<file path="config.mk">
export PLATFORM = sky130hd
export DESIGN_NAME = misx_exec
export DESIGN_NICKNAME = d
export VERILOG_FILES = /design/src/rtl/misx_pkg.sv /design/src/rtl/misx_exec.sv
export SDC_FILE = /design/constraint.sdc
export NUM_CORES = 1
export LEC_CHECK = 0
export ABC_AREA = 1
export BUFFER_PORTS_ARGS = -buffer_cell sky130_fd_sc_hd__buf_2
export CAP_MARGIN = 25
export CORE_ASPECT_RATIO = 0.7
export CORE_UTILIZATION = 35
export CTS_BUF_LIST = sky130_fd_sc_hd__clkbuf_4
export DETAILED_ROUTE_END_ITERATION = 16
export GPL_TIMING_DRIVEN = 1
export PLACE_DENSITY_LB_ADDON = 0.2
export SLEW_MARGIN = 20
export SYNTH_ARGS = -nofsm -noshare
export SYNTH_HDL_FRONTEND = slang
export SYNTH_SLANG_ARGS = --single-unit
export TNS_END_PERCENT = 50
</file>
<file path="constraint.sdc">
create_clock -name pclk -period 4.95 [get_ports pclk]
set_input_delay 0.2475 -clock pclk [delete_from_list [all_inputs] [get_ports pclk]]
set_output_delay 0.2475 -clock pclk [all_outputs]
set_load 0.01 [all_outputs]
</file>
<file path="src/rtl/misx_pkg.sv">
// Purpose: Shared constants and carriers for the instruction subset executor.
// Assumes: 16-bit opcodes, 21-bit program counter, 12-bit data addresses.
// Notes:   Register byte addresses are word aligned on the APB bus.
package misx_pkg;

  // Opcode patterns and masks.
  localparam logic [15:0] OP_MUL_LIT      = 16'h0d00;
  localparam logic [15:0] OP_MUL_LIT_MASK = 16'hff00;
  localparam logic [15:0] OP_MUL_FILE     = 16'h0200;
  localparam logic [15:0] OP_MUL_FILE_MSK = 16'hfe00;
  localparam logic [15:0] OP_RELATIVE_CALL_OP        = 16'hd800;
  localparam logic [15:0] OP_RELATIVE_CALL_OP_MASK   = 16'hf800;
  localparam logic [15:0] OP_SWRESET      = 16'h00ff;
  localparam logic [15:0] OP_RETURN       = 16'h0012;
  localparam logic [15:0] OP_RETURN_MASK  = 16'hfffe;
  localparam logic [15:0] OP_ROTL         = 16'h3400;
  localparam logic [15:0] OP_ROTL_MASK    = 16'hfc00;

  // Opcode field positions.
  localparam int BIT_ACCESS = 8;
  localparam int BIT_DEST   = 9;
  localparam int BIT_SHADOW = 0;

  // Status flag positions.
  localparam int FLAG_C = 0;
  localparam int FLAG_Z = 2;
  localparam int FLAG_N = 4;

  // User identification window in program space.
  localparam logic [21:0] ID_FIRST = 22'h200000;
  localparam logic [21:0] ID_LAST  = 22'h200004;

  // APB register byte offsets.
  localparam logic [7:0] ADDR_OPCODE  = 8'h00;
  localparam logic [7:0] ADDR_WORK    = 8'h04;
  localparam logic [7:0] ADDR_PROD    = 8'h08;
  localparam logic [7:0] ADDR_PC      = 8'h0c;
  localparam logic [7:0] ADDR_FLAGS   = 8'h10;
  localparam logic [7:0] ADDR_BANK    = 8'h14;
  localparam logic [7:0] ADDR_SHADOW  = 8'h18;
  localparam logic [7:0] ADDR_PROTECT = 8'h1c;
  localparam logic [7:0] ADDR_RDADDR  = 8'h20;
  localparam logic [7:0] ADDR_RDRES   = 8'h24;

  // Reset values.
  localparam logic [7:0]  RST_BYTE = 8'h00;
  localparam logic [20:0] RST_PC   = 21'h000000;

  // Execution phases of one instruction cycle.
  typedef enum logic [2:0] {
    MISX_IDLE   = 3'b000,
    MISX_DECODE = 3'b001,
    MISX_READ   = 3'b010,
    MISX_PROC   = 3'b011,
    MISX_WRITE  = 3'b100,
    MISX_NOP    = 3'b101
  } misx_phase_t;

  // Data-file access request towards the register file.
  typedef struct packed {
    logic        rd;
    logic        wr;
    logic [11:0] addr;
    logic [7:0]  wdata;
  } misx_file_req_t;

  // Return stack request.
  typedef struct packed {
    logic        push;
    logic        pop;
    logic [20:0] data;
  } misx_stack_req_t;

endpackage : misx_pkg

</file>
<file path="src/rtl/misx_exec.sv">
// Purpose: Executes a subset of 8-bit core instructions in four phases.
// Assumes: File and stack ports answer in the same cycle; APB slave, no wait.
// Notes:   Software writes opcodes over APB; the read path serves verify.
module misx_exec (
  input  wire logic                     pclk,
  input  wire logic                     presetn,
  input  wire logic                     clk_en,
  input  wire logic [31:0]              paddr,
  input  wire logic                     psel,
  input  wire logic                     penable,
  input  wire logic                     pwrite,
  input  wire logic [31:0]              pwdata,
  output logic      [31:0]              prdata,
  output logic                          pready,
  output logic                          pslverr,
  output misx_pkg::misx_file_req_t      file_req,
  input  wire logic [7:0]               file_rdata,
  output misx_pkg::misx_stack_req_t     stack_req,
  input  wire logic [20:0]              stack_top,
  output logic      [21:0]              prog_addr,
  output logic                          prog_rd,
  input  wire logic [15:0]              prog_rdata,
  input  wire logic                     prog_clk,
  input  wire logic                     prog_data_in,
  output logic                          prog_data_out,
  output logic                          prog_data_oe,
  output logic      [7:0]               pc_upper_latch,
  output logic      [7:0]               pc_high_latch
);

  misx_pkg::misx_phase_t phase_q;
  logic [15:0] opcode_q;
  logic [7:0]  working_reg_q;
  logic [7:0]  product_high_reg_q;
  logic [7:0]  product_low_reg_q;
  logic [20:0] pc_q;
  logic [7:0]  flags_q;
  logic [3:0]  bank_select_reg_q;
  logic [7:0]  working_shadow_q;
  logic [7:0]  flags_shadow_q;
  logic [3:0]  bank_select_shadow_q;
  logic        protect_q;
  logic [21:0] rd_addr_q;
  logic [15:0] rd_res_q;
  logic        rd_ok_q;
  logic        soft_rst_q;
  logic [7:0]  operand_q;
  logic [15:0] product_d;
  logic [8:0]  rot_d;
  logic [20:0] call_tgt_d;
  logic        apb_wr;
  logic        apb_rd;
  logic        id_hit;

  // Opcode class match, shared by decode and the assertions.
  function automatic logic op_is(input logic [15:0] op,
                                 input logic [15:0] pat,
                                 input logic [15:0] msk);
    op_is = (op & msk) == pat;
  endfunction : op_is

  // File address with the access bank override for a cleared a bit.
  function automatic logic [11:0] file_addr(input logic [15:0] op,
                                            input logic [3:0]  bank);
    if (op[misx_pkg::BIT_ACCESS]) begin
      file_addr = {bank, op[7:0]};
    end else begin
      file_addr = {4'h0, op[7:0]};
    end
  endfunction : file_addr

  assign apb_wr = psel && penable && pwrite;
  assign apb_rd = psel && !pwrite;
  assign id_hit = (rd_addr_q >= misx_pkg::ID_FIRST) &&
                  (rd_addr_q <= misx_pkg::ID_LAST);

  // Datapath results; multiplies are unsigned and cannot overflow.
  assign product_d = working_reg_q * operand_q;
  assign rot_d = {operand_q, flags_q[misx_pkg::FLAG_C]};
  assign call_tgt_d = pc_q + 21'd2 + {{9{opcode_q[10]}}, opcode_q[10:0], 1'b0};

  // Phase sequencer: a new opcode starts when software writes it.
  always_ff @(posedge pclk or negedge presetn) begin
    if (!presetn) begin
      phase_q <= misx_pkg::MISX_IDLE;
    end else if (clk_en && soft_rst_q) begin
      // A software reset abandons the instruction, so no late write phase
      // can move the program counter off its reset value.
      phase_q <= misx_pkg::MISX_IDLE;
    end else if (clk_en) begin
      case (phase_q)
        misx_pkg::MISX_IDLE:
          if (apb_wr && paddr[7:0] == misx_pkg::ADDR_OPCODE) begin
            phase_q <= misx_pkg::MISX_DECODE;
          end
        misx_pkg::MISX_DECODE: phase_q <= misx_pkg::MISX_READ;
        misx_pkg::MISX_READ:   phase_q <= misx_pkg::MISX_PROC;
        misx_pkg::MISX_PROC:   phase_q <= misx_pkg::MISX_WRITE;
        misx_pkg::MISX_WRITE: begin
          // Call and return spend a second, idle instruction cycle.
          if (op_is(opcode_q, misx_pkg::OP_RELATIVE_CALL_OP, misx_pkg::OP_RELATIVE_CALL_OP_MASK) ||
              op_is(opcode_q, misx_pkg::OP_RETURN,
                    misx_pkg::OP_RETURN_MASK)) begin
            phase_q <= misx_pkg::MISX_NOP;
          end else begin
            phase_q <= misx_pkg::MISX_IDLE;
          end
        end
        misx_pkg::MISX_NOP:    phase_q <= misx_pkg::MISX_IDLE;
        default:               phase_q <= misx_pkg::MISX_IDLE;
      endcase
    end
  end

  // Opcode capture from the bus.
  always_ff @(posedge pclk or negedge presetn) begin
    if (!presetn) begin
      opcode_q <= 16'h0000;
    end else if (clk_en && apb_wr && phase_q == misx_pkg::MISX_IDLE &&
                 paddr[7:0] == misx_pkg::ADDR_OPCODE) begin
      opcode_q <= pwdata[15:0];
    end
  end

  // Operand read in the second phase: literal or file contents.
  always_ff @(posedge pclk or negedge presetn) begin
    if (!presetn) begin
      operand_q <= misx_pkg::RST_BYTE;
    end else if (clk_en && phase_q == misx_pkg::MISX_READ) begin
      if (op_is(opcode_q, misx_pkg::OP_MUL_LIT, misx_pkg::OP_MUL_LIT_MASK)) begin
        operand_q <= opcode_q[7:0];
      end else begin
        operand_q <= file_rdata;
      end
    end
  end

  // File port: read in phase two, rotate write-back in phase four.
  always_ff @(posedge pclk or negedge presetn) begin
    if (!presetn) begin
      file_req <= '0;
    end else if (clk_en) begin
      file_req.rd <= (phase_q == misx_pkg::MISX_DECODE) &&
        (op_is(opcode_q, misx_pkg::OP_MUL_FILE, misx_pkg::OP_MUL_FILE_MSK) ||
         op_is(opcode_q, misx_pkg::OP_ROTL, misx_pkg::OP_ROTL_MASK));
      file_req.wr <= (phase_q == misx_pkg::MISX_PROC) &&
        op_is(opcode_q, misx_pkg::OP_ROTL, misx_pkg::OP_ROTL_MASK) &&
        opcode_q[misx_pkg::BIT_DEST];
      file_req.addr <= file_addr(opcode_q, bank_select_reg_q);
      file_req.wdata <= rot_d[7:0];
    end
  end

  // Architectural state. A software reset acts like master_clear.
  always_ff @(posedge pclk or negedge presetn) begin
    if (!presetn) begin
      working_reg_q      <= misx_pkg::RST_BYTE;
      product_high_reg_q <= misx_pkg::RST_BYTE;
      product_low_reg_q  <= misx_pkg::RST_BYTE;
      flags_q            <= misx_pkg::RST_BYTE;
      bank_select_reg_q  <= 4'h0;
      pc_q               <= misx_pkg::RST_PC;
      soft_rst_q         <= 1'b0;
    end else if (clk_en) begin
      soft_rst_q <= 1'b0;
      if (soft_rst_q) begin
        working_reg_q      <= misx_pkg::RST_BYTE;
        product_high_reg_q <= misx_pkg::RST_BYTE;
        product_low_reg_q  <= misx_pkg::RST_BYTE;
        flags_q            <= misx_pkg::RST_BYTE;
        bank_select_reg_q  <= 4'h0;
        pc_q               <= misx_pkg::RST_PC;
      end else if (phase_q == misx_pkg::MISX_DECODE &&
                   opcode_q == misx_pkg::OP_SWRESET) begin
        soft_rst_q <= 1'b1;
      end else if (phase_q == misx_pkg::MISX_WRITE) begin
        pc_q <= pc_q + 21'd2;
        if (op_is(opcode_q, misx_pkg::OP_MUL_LIT, misx_pkg::OP_MUL_LIT_MASK) ||
            op_is(opcode_q, misx_pkg::OP_MUL_FILE,
                  misx_pkg::OP_MUL_FILE_MSK)) begin
          product_high_reg_q <= product_d[15:8];
          product_low_reg_q  <= product_d[7:0]; // flags held
        end else if (op_is(opcode_q, misx_pkg::OP_ROTL,
                           misx_pkg::OP_ROTL_MASK)) begin
          flags_q[misx_pkg::FLAG_C] <= rot_d[8];
          flags_q[misx_pkg::FLAG_N] <= rot_d[7];
          flags_q[misx_pkg::FLAG_Z] <= rot_d[7:0] == 8'h00;
          if (!opcode_q[misx_pkg::BIT_DEST]) begin
            working_reg_q <= rot_d[7:0];
          end
        end else if (op_is(opcode_q, misx_pkg::OP_RELATIVE_CALL_OP,
                           misx_pkg::OP_RELATIVE_CALL_OP_MASK)) begin
          pc_q <= call_tgt_d;
        end else if (op_is(opcode_q, misx_pkg::OP_RETURN,
                           misx_pkg::OP_RETURN_MASK)) begin
          pc_q <= stack_top;
          if (opcode_q[misx_pkg::BIT_SHADOW]) begin
            working_reg_q     <= working_shadow_q;
            flags_q           <= flags_shadow_q;
            bank_select_reg_q <= bank_select_shadow_q;
          end
        end
      end else if (apb_wr && phase_q == misx_pkg::MISX_IDLE) begin
        case (paddr[7:0])
          misx_pkg::ADDR_WORK:  working_reg_q     <= pwdata[7:0];
          misx_pkg::ADDR_FLAGS: flags_q           <= pwdata[7:0];
          misx_pkg::ADDR_BANK:  bank_select_reg_q <= pwdata[3:0];
          default: ;
        endcase
      end
    end
  end

  // Shadow copies and protection bit are software loaded only.
  always_ff @(posedge pclk or negedge presetn) begin
    if (!presetn) begin
      working_shadow_q     <= misx_pkg::RST_BYTE;
      flags_shadow_q       <= misx_pkg::RST_BYTE;
      bank_select_shadow_q <= 4'h0;
      protect_q            <= 1'b0;
      rd_addr_q            <= 22'h000000;
    end else if (clk_en && apb_wr) begin
      case (paddr[7:0])
        misx_pkg::ADDR_SHADOW: begin
          working_shadow_q     <= pwdata[7:0];
          flags_shadow_q       <= pwdata[15:8];
          bank_select_shadow_q <= pwdata[19:16];
        end
        misx_pkg::ADDR_PROTECT: protect_q <= pwdata[0];
        misx_pkg::ADDR_RDADDR:  rd_addr_q <= pwdata[21:0];
        default: ;
      endcase
    end
  end

  // Return stack: push on call, pop on return, both in the write phase.
  always_ff @(posedge pclk or negedge presetn) begin
    if (!presetn) begin
      stack_req <= '0;
    end else if (clk_en) begin
      stack_req.push <= phase_q == misx_pkg::MISX_PROC &&
        op_is(opcode_q, misx_pkg::OP_RELATIVE_CALL_OP, misx_pkg::OP_RELATIVE_CALL_OP_MASK);
      stack_req.pop <= phase_q == misx_pkg::MISX_PROC &&
        op_is(opcode_q, misx_pkg::OP_RETURN, misx_pkg::OP_RETURN_MASK);
      stack_req.data <= pc_q + 21'd2;
    end
  end

  // Verify readout: protection blocks code but never the ID words.
  always_ff @(posedge pclk or negedge presetn) begin
    if (!presetn) begin
      prog_rd  <= 1'b0;
      prog_addr <= 22'h000000;
      rd_res_q <= 16'h0000;
      rd_ok_q  <= 1'b0;
    end else if (clk_en) begin
      prog_addr <= rd_addr_q;
      prog_rd   <= !protect_q || id_hit;
      rd_ok_q   <= !protect_q || id_hit;
      rd_res_q  <= (!protect_q || id_hit) ? prog_rdata : 16'h0000;
    end
  end

  // Serial programming pins: the programmer drives clock and data.
  always_ff @(posedge pclk or negedge presetn) begin
    if (!presetn) begin
      prog_data_out <= 1'b0;
      prog_data_oe  <= 1'b0;
    end else if (clk_en) begin
      prog_data_oe  <= 1'b0;
      prog_data_out <= prog_clk & prog_data_in & 1'b0;
    end
  end

  // The return leaves both program counter latches alone.
  always_ff @(posedge pclk or negedge presetn) begin
    if (!presetn) begin
      pc_upper_latch <= misx_pkg::RST_BYTE;
      pc_high_latch  <= misx_pkg::RST_BYTE;
    end else if (clk_en && soft_rst_q) begin
      pc_upper_latch <= misx_pkg::RST_BYTE;
      pc_high_latch  <= misx_pkg::RST_BYTE;
    end
  end

  // APB slave: zero wait states, errors on unmapped reads and writes.
  always_ff @(posedge pclk or negedge presetn) begin
    if (!presetn) begin
      prdata  <= 32'h00000000;
      pready  <= 1'b0;
      pslverr <= 1'b0;
    end else if (clk_en) begin
      pready  <= psel && !penable;
      pslverr <= 1'b0;
      if (psel && !penable) begin
        prdata <= 32'h00000000;
        case (paddr[7:0])
          misx_pkg::ADDR_OPCODE:  prdata <= {16'h0000, opcode_q};
          misx_pkg::ADDR_WORK:    prdata <= {24'h000000, working_reg_q};
          misx_pkg::ADDR_PROD:    prdata <= {16'h0000, product_high_reg_q,
                                             product_low_reg_q};
          misx_pkg::ADDR_PC:      prdata <= {11'h000, pc_q};
          misx_pkg::ADDR_FLAGS:   prdata <= {24'h000000, flags_q};
          misx_pkg::ADDR_BANK:    prdata <= {28'h0000000, bank_select_reg_q};
          misx_pkg::ADDR_SHADOW:  prdata <= {12'h000, bank_select_shadow_q,
                                             flags_shadow_q, working_shadow_q};
          misx_pkg::ADDR_PROTECT: prdata <= {31'h00000000, protect_q};
          misx_pkg::ADDR_RDADDR:  prdata <= {10'h000, rd_addr_q};
          misx_pkg::ADDR_RDRES:   prdata <= {15'h0000, rd_ok_q, rd_res_q};
          default: pslverr <= apb_rd || pwrite;
        endcase
      end
    end
  end
endmodule : misx_exec

</file>
After elaboration in Yosys (flattened, before gate mapping)
Cells that the tools add are included. Widths: inputs -> output; s select.

Register bits: 246. Latch bits: 0. Memory bits (writable): 0. Bits in read-only memories: 0. Output and inout bits: 120. Logic and storage cells: 176. Memories: 0.

Add/sub/neg operators: 2. Multipliers: 1. Divide/modulo/power cells: 0. $lt $le $gt $ge: 2. Equal/unequal tests: 30. Shift operators: 0. Multiplexer cells: 64. Bitwise operators: 0. Reductions and logical operators: 48.

Operator list (number): $mux 8 (29); $pmux 22 s10 (1); $mux 21 (7); $mux 4 (10); $eq 8x5->1 const B (4); $reduce_and 9->1 (3); $eq 8x4->1 const B (3); $ge 22x22->1 const B (1); $le 22x22->1 const B (1); $add 21x2->21 const B (1); $add 21x21->21 (1); $logic_and 1x1->1 (18); $eq 16x8->1 const B (1); $eq 8x6->1 const B (2); $logic_not 8->1 (2); $mul 8x8->16 (1); $mux 16 (1); $eq 15x4->1 const B (1); $mux 3 (5); $ne 3x3->1 const B (5); $pmux 3 s5 (1); $mux 12 (1); $ne 4x4->1 const B (3); $reduce_bool 3->1 (4); 20 further kinds (41).

Depth between registers and ports, before layout
Depth after elaboration: 8. Gate-level depth with buffers: 22. Gate-level depth less buffers: 22.

Worst setup path after synthesis
Ideal clock, no wire load.

Path kind: flip-flop to flip-flop. Start: register working_reg_q[0]. End: register product_high_reg_q[6]. Arrival: 3.882 ns. Path slack: 0.942 ns. Stages on the path, launching flop included: 20. Period minus slack after synthesis: 4.008 ns. Cell sequence: dfrtp_1 clkbuf_1 nand2_1 fa_1 fa_1 inv_1 fa_1 inv_1 fa_1 inv_1 ha_1 inv_1 nor3_1 nand2_1 nand2_1 nand2_1 nand3b_1 nand2_1 nand2_1 o21ai_0.

Longest elaborated chain between the ends: 5.

Ends and longest elaborated chain: start, declared (RTL line misx_exec.sv:33) `logic [7:0] working_reg_q;`; start signal, assigned (RTL line misx_exec.sv:157) `working_reg_q <= misx_pkg::RST_BYTE;`; start signal, assigned (RTL line misx_exec.sv:167) `working_reg_q <= misx_pkg::RST_BYTE;`; start signal, assigned (RTL line misx_exec.sv:189) `working_reg_q <= rot_d[7:0];`; $mul 8x8->16 (RTL line misx_exec.sv:78) `assign product_d = working_reg_q * operand_q;`; $mux 8 (RTL line misx_exec.sv:178) `if (op_is(opcode_q, misx_pkg::OP_MUL_LIT, misx_pkg::OP_MUL_LIT_MASK) ||`; $mux 8 (RTL line misx_exec.sv:176) `end else if (phase_q == misx_pkg::MISX_WRITE) begin`; $mux 8 (RTL line misx_exec.sv:173) `end else if (phase_q == misx_pkg::MISX_DECODE &&`; $mux 8 (RTL line misx_exec.sv:166) `if (soft_rst_q) begin`; end signal, assigned (RTL line misx_exec.sv:158) `product_high_reg_q <= misx_pkg::RST_BYTE;`; end signal, assigned (RTL line misx_exec.sv:168) `product_high_reg_q <= misx_pkg::RST_BYTE;`; end signal, assigned (RTL line misx_exec.sv:181) `product_high_reg_q <= product_d[15:8];`; end, declared (RTL line misx_exec.sv:34) `logic [7:0] product_high_reg_q;`.

Every way passes these cells. The select of a mux whose other input is x is not followed. A chain may end at the register's enable or synchronous reset.

Final worst setup path
Ends and elaborated chain as after synthesis.

==> flow_summary.json <==
{
  "cts_buffer_depth": 3,
  "cts_tree": "built",
  "numCtsBuffers": 68,
  "dp_hpwl_mm": 45.2,
  "finalSetupViolations": 0,
  "postCtsHoldBufs": 69,
  "yosysSeqAreaShare": 0.393,
  "p_per_area_nw_per_um2": 385,
  "ant_nets": 0,
  "finalClockSkew_ns": 0.0518,
  "io_pins": 237,
  "drive_gt1_frac": 0.154,
  "place_inst": 2651,
  "cts.sinks": 236,
  "vias": 14600,
  "synth.avg_cell_area_um2": 7.54,
  "synth_ff_type": "dfrtp_1",
  "async_reset_ff_frac": 1.00,
  "maxClockFrequency_mhz": 235,
  "drc": 0,
  "die_area_um2": 43800,
  "ctsHtreeMaxLevel": 3,
  "synth_warnings": 0,
  "place_congestion": 1.04,
  "worstMarginPinSlew_ns": 0.990,
  "start_util": 0.355,
  "grt_max_degree": 142,
  "dr.pass1.iters": 6,
  "cts.clk_slew.worst_paths_ns": 0.06,
  "fin_tns_setup_ns": 0,
  "min_to": "prog_addr[18]$_DFFE_PN0P_",
  "coreArea_um2": 42300,
  "synth_top_area_cell": "dfrtp_1",
  "ir_drop_mv": 0.244,
  "worstPathRequired_ns": 5.56,
  "fill_cells": 4444,
  "io_buffers": 172,
  "dieWidth_um": 250,
  "cp_slowest_cell": "dfrtp_1",
  "synth_edf_count": 0,
  "cp-start-kind": "flip-flop",
  "reg2reg_depth": 18,
  "via_per_inst": 5.17,
  "synth_area_um2": 15000,
  "min_path_cells": 4,
  "cp_common_cell": "nand2_1",
  "power_leakage_nw": 9.45,
  "ys_ff_latch": 236,
  "area_delta_synth_final_pct": 17.8,
  "grt_overflow": 0,
  "synth_cell_type_count": 53,
  "critical_path_arrival_ns": 4.87,
  "regToRegEndpoint": "product_high_reg_q[6]$_DFFE_PN0P_",
  "outcome": "finished clean",
  "ctsResizeCount": 0,
  "min_path_type": "in2reg",
  "clock_latency_ns": 0.77,
  "diodes": 0,
  "first_global_vias": 13600,
  "r2r-start": "working_reg_q[0]$_DFFE_PN0P_",
  "finalHoldViolCount": 0,
  "r2r_setup_slack_ns": 0.69,
  "path_depth": 18,
  "wl_per_cell_um": 21.0,
  "rsz0062_at_grt": "no",
  "antenna_found_initial": 1,
  "cap_violations": 0,
  "cp_top_family": "adder cells",
  "drt-initial-drc-count": 1611,
  "die_y_um": 175,
  "cts_root_buffer": "clkbuf_4",
  "worst-path-max-fanout": 10,
  "synth_top_area_frac": 0.393,
  "synth_area_leaders": "dfrtp_1 (39%), nand2_1 (15%), inv_1 (6.8%)",
  "track_usage": 0.270,
  "fin_crit_ns": 4.26,
  "post-cts-setup-buffers": 0,
  "end_kind": "flip-flop",
  "worstHoldStart": "clk_en",
  "slew_headroom": 0.340,
  "syn_inst": 1993,
  "hold_ws_ns": 0.0341,
  "grt_pass1_wl_mm": 87.4,
  "crit_buf_inv": 4,
  "critPathKind": "reg2reg",
  "rows": 63,
  "final.period_utilization": 0.861,
  "route.final.wire_length_mm": 59.3,
  "slew_violations": 0,
  "power_w": 0.00681,
  "layout.cells.non_filler": 2832,
  "crit_chain": "nand2_1, fa_1, fa_1, inv_1, fa_1, inv_1, fa_1, inv_1, ha_1, inv_1, nor3_1, nand2_1, nand2_1, nand2_1, nand3b_1, nand2_1, nand2_1, o21ai_0",
  "num-nets-final": 2448,
  "critPathMaxStageDelay_ns": 0.57
}
-- how the worst max path moves through the flow --
stage / start / to / slack (ns)
2_1_floorplan: working_reg_q[0]$_DFFE_PN0P_ / product_high_reg_q[6]$_DFFE_PN0P_ / 0.94
4_1_cts: operand_q[3]$_DFFE_PN0P_ / product_high_reg_q[6]$_DFFE_PN0P_ / 0.67
5_1_grt: operand_q[3]$_DFFE_PN0P_ / product_high_reg_q[5]$_DFFE_PN0P_ / 0.39
3_3_place_gp: working_reg_q[0]$_DFFE_PN0P_ / product_high_reg_q[6]$_DFFE_PN0P_ / 0.76
3_5_place_dp: operand_q[3]$_DFFE_PN0P_ / product_high_reg_q[6]$_DFFE_PN0P_ / 0.70
6_report: working_reg_q[0]$_DFFE_PN0P_ / product_high_reg_q[6]$_DFFE_PN0P_ / 0.69
-- through the flow --
step | util | worst slack [ns] | instance area [µm²]
2_1_floorplan | - | 0.942 | 15100
3_3_place_gp | 0.383 | 0.760 | 16200
3_5_place_dp | 0.383 | 0.703 | 16200
4_1_cts | 0.418 | 0.672 | 17700
5_1_grt | 0.418 | 0.390 | 17700
6_report | 0.418 | 0.687 | 17700
-- area by class of cell --
cell class | instances | area (µm²) | share of cell area
repair buffers | 249 | 1640 | 0.0927
inverters | 289 | 1100 | 0.0619
clock inverters | 27 | 164 | 0.00926
well taps | 552 | 691 | 0.0390
multi-input cells | 1394 | 7570 | 0.427
flip-flops and latches | 236 | 5910 | 0.334
clock buffers | 85 | 638 | 0.0360
-- flip-flops by register name (all words and copies together) (netlist names), 16 cells and up --
| register | flops |
|---|---|
| rd_res_q | 16 |
| pc_q | 21 |
| rd_addr_q | 22 |
| stack_req | 23 |
| prog_addr | 22 |
| prdata | 22 |
| file_req | 22 |
| opcode_q | 16 |
-- worst min-delay path, delay by kind of cell --
family / cells / cell delay, ns
buffers and inverters: 2 / 0.28
and+or+nand+nor: 2 / 0.17
-- placed cells by master, fill, tap and decap left out, types with 8 or more instances in the layout --
cell type      count
xor2_1             8
clkbuf_4          85
nand3_1          109
nand2_2           13
inv_2             13
o21ai_0          172
fa_1              37
o21ai_2            8
o22ai_1           34
inv_1            271
ha_1              56
nand4_1           19
o21ai_1           27
nand2_1          617
o2111ai_1         11
buf_2            171
a21oi_1           63
clkinv_1          19
conb_1            28
nor2_1            81
o211ai_1          12
nor3_1            14
dfrtp_1          236
dlygate4sd3_1     69
-- kinds of logic (layout without fill, tap and decap cells) --
family,Yosys count,count (layout),share of synthesized area
other,1,28,0.000250
DFF,236,236,0.393
and+or+nand+nor,902,902,0.259
adders and majority gates,93,93,0.0959
AOI/OAI and AO/OA,359,359,0.135
xor gates and xnor gates,11,11,0.00641
buffers and inverters,390,650,0.110
muxes,1,1,0.000750
-- routing by layer --
metal  up-vias  track usage  part of all wire
met2       680        0.335              0.37
li1       6867            -                 -
met4         2       0.0574             0.017
met5         -       0.0132            0.0013
met3        85        0.104              0.12
met1      7000        0.423              0.49
-- where the power goes --
part | switching (W) | internal, W | total, W
logic | 0.00159 | 0.000953 | 0.00254
registers | 0.000313 | 0.00213 | 0.00244
clock network | 0.000920 | 0.000911 | 0.00183
total | 0.00282 | 0.00399 | 0.00681
-- synthesized netlist by cell type (2+ instances only) --
master	n
nand4_1	19
buf_2	20
inv_1	271
a21oi_2	2
nor3_1	14
a21o_1	2
nor3_4	3
nor2_4	7
nand3b_1	5
ha_1	56
dfrtp_1	236
clkbuf_1	43
and2_1	2
o21ai_1	27
buf_1	2
a22oi_1	6
nor4_1	6
o21a_1	5
buf_4	31
a21boi_0	2
nand3_1	109
or2_2	7
xor2_1	8
nand2_2	13
inv_4	3
nor2_1	81
xnor2_1	3
o21ai_0	172
buf_6	5
nor2_2	7
o21ai_2	8
o31ai_1	6
nand3_2	2
o22ai_1	34
o21bai_1	5
o211ai_1	12
nor3_2	3
o2111ai_1	11
inv_2	13
a21oi_1	63
fa_1	37
nand2_4	5
nand2_1	617
Note: power is estimated with default switching activity, not from simulation.
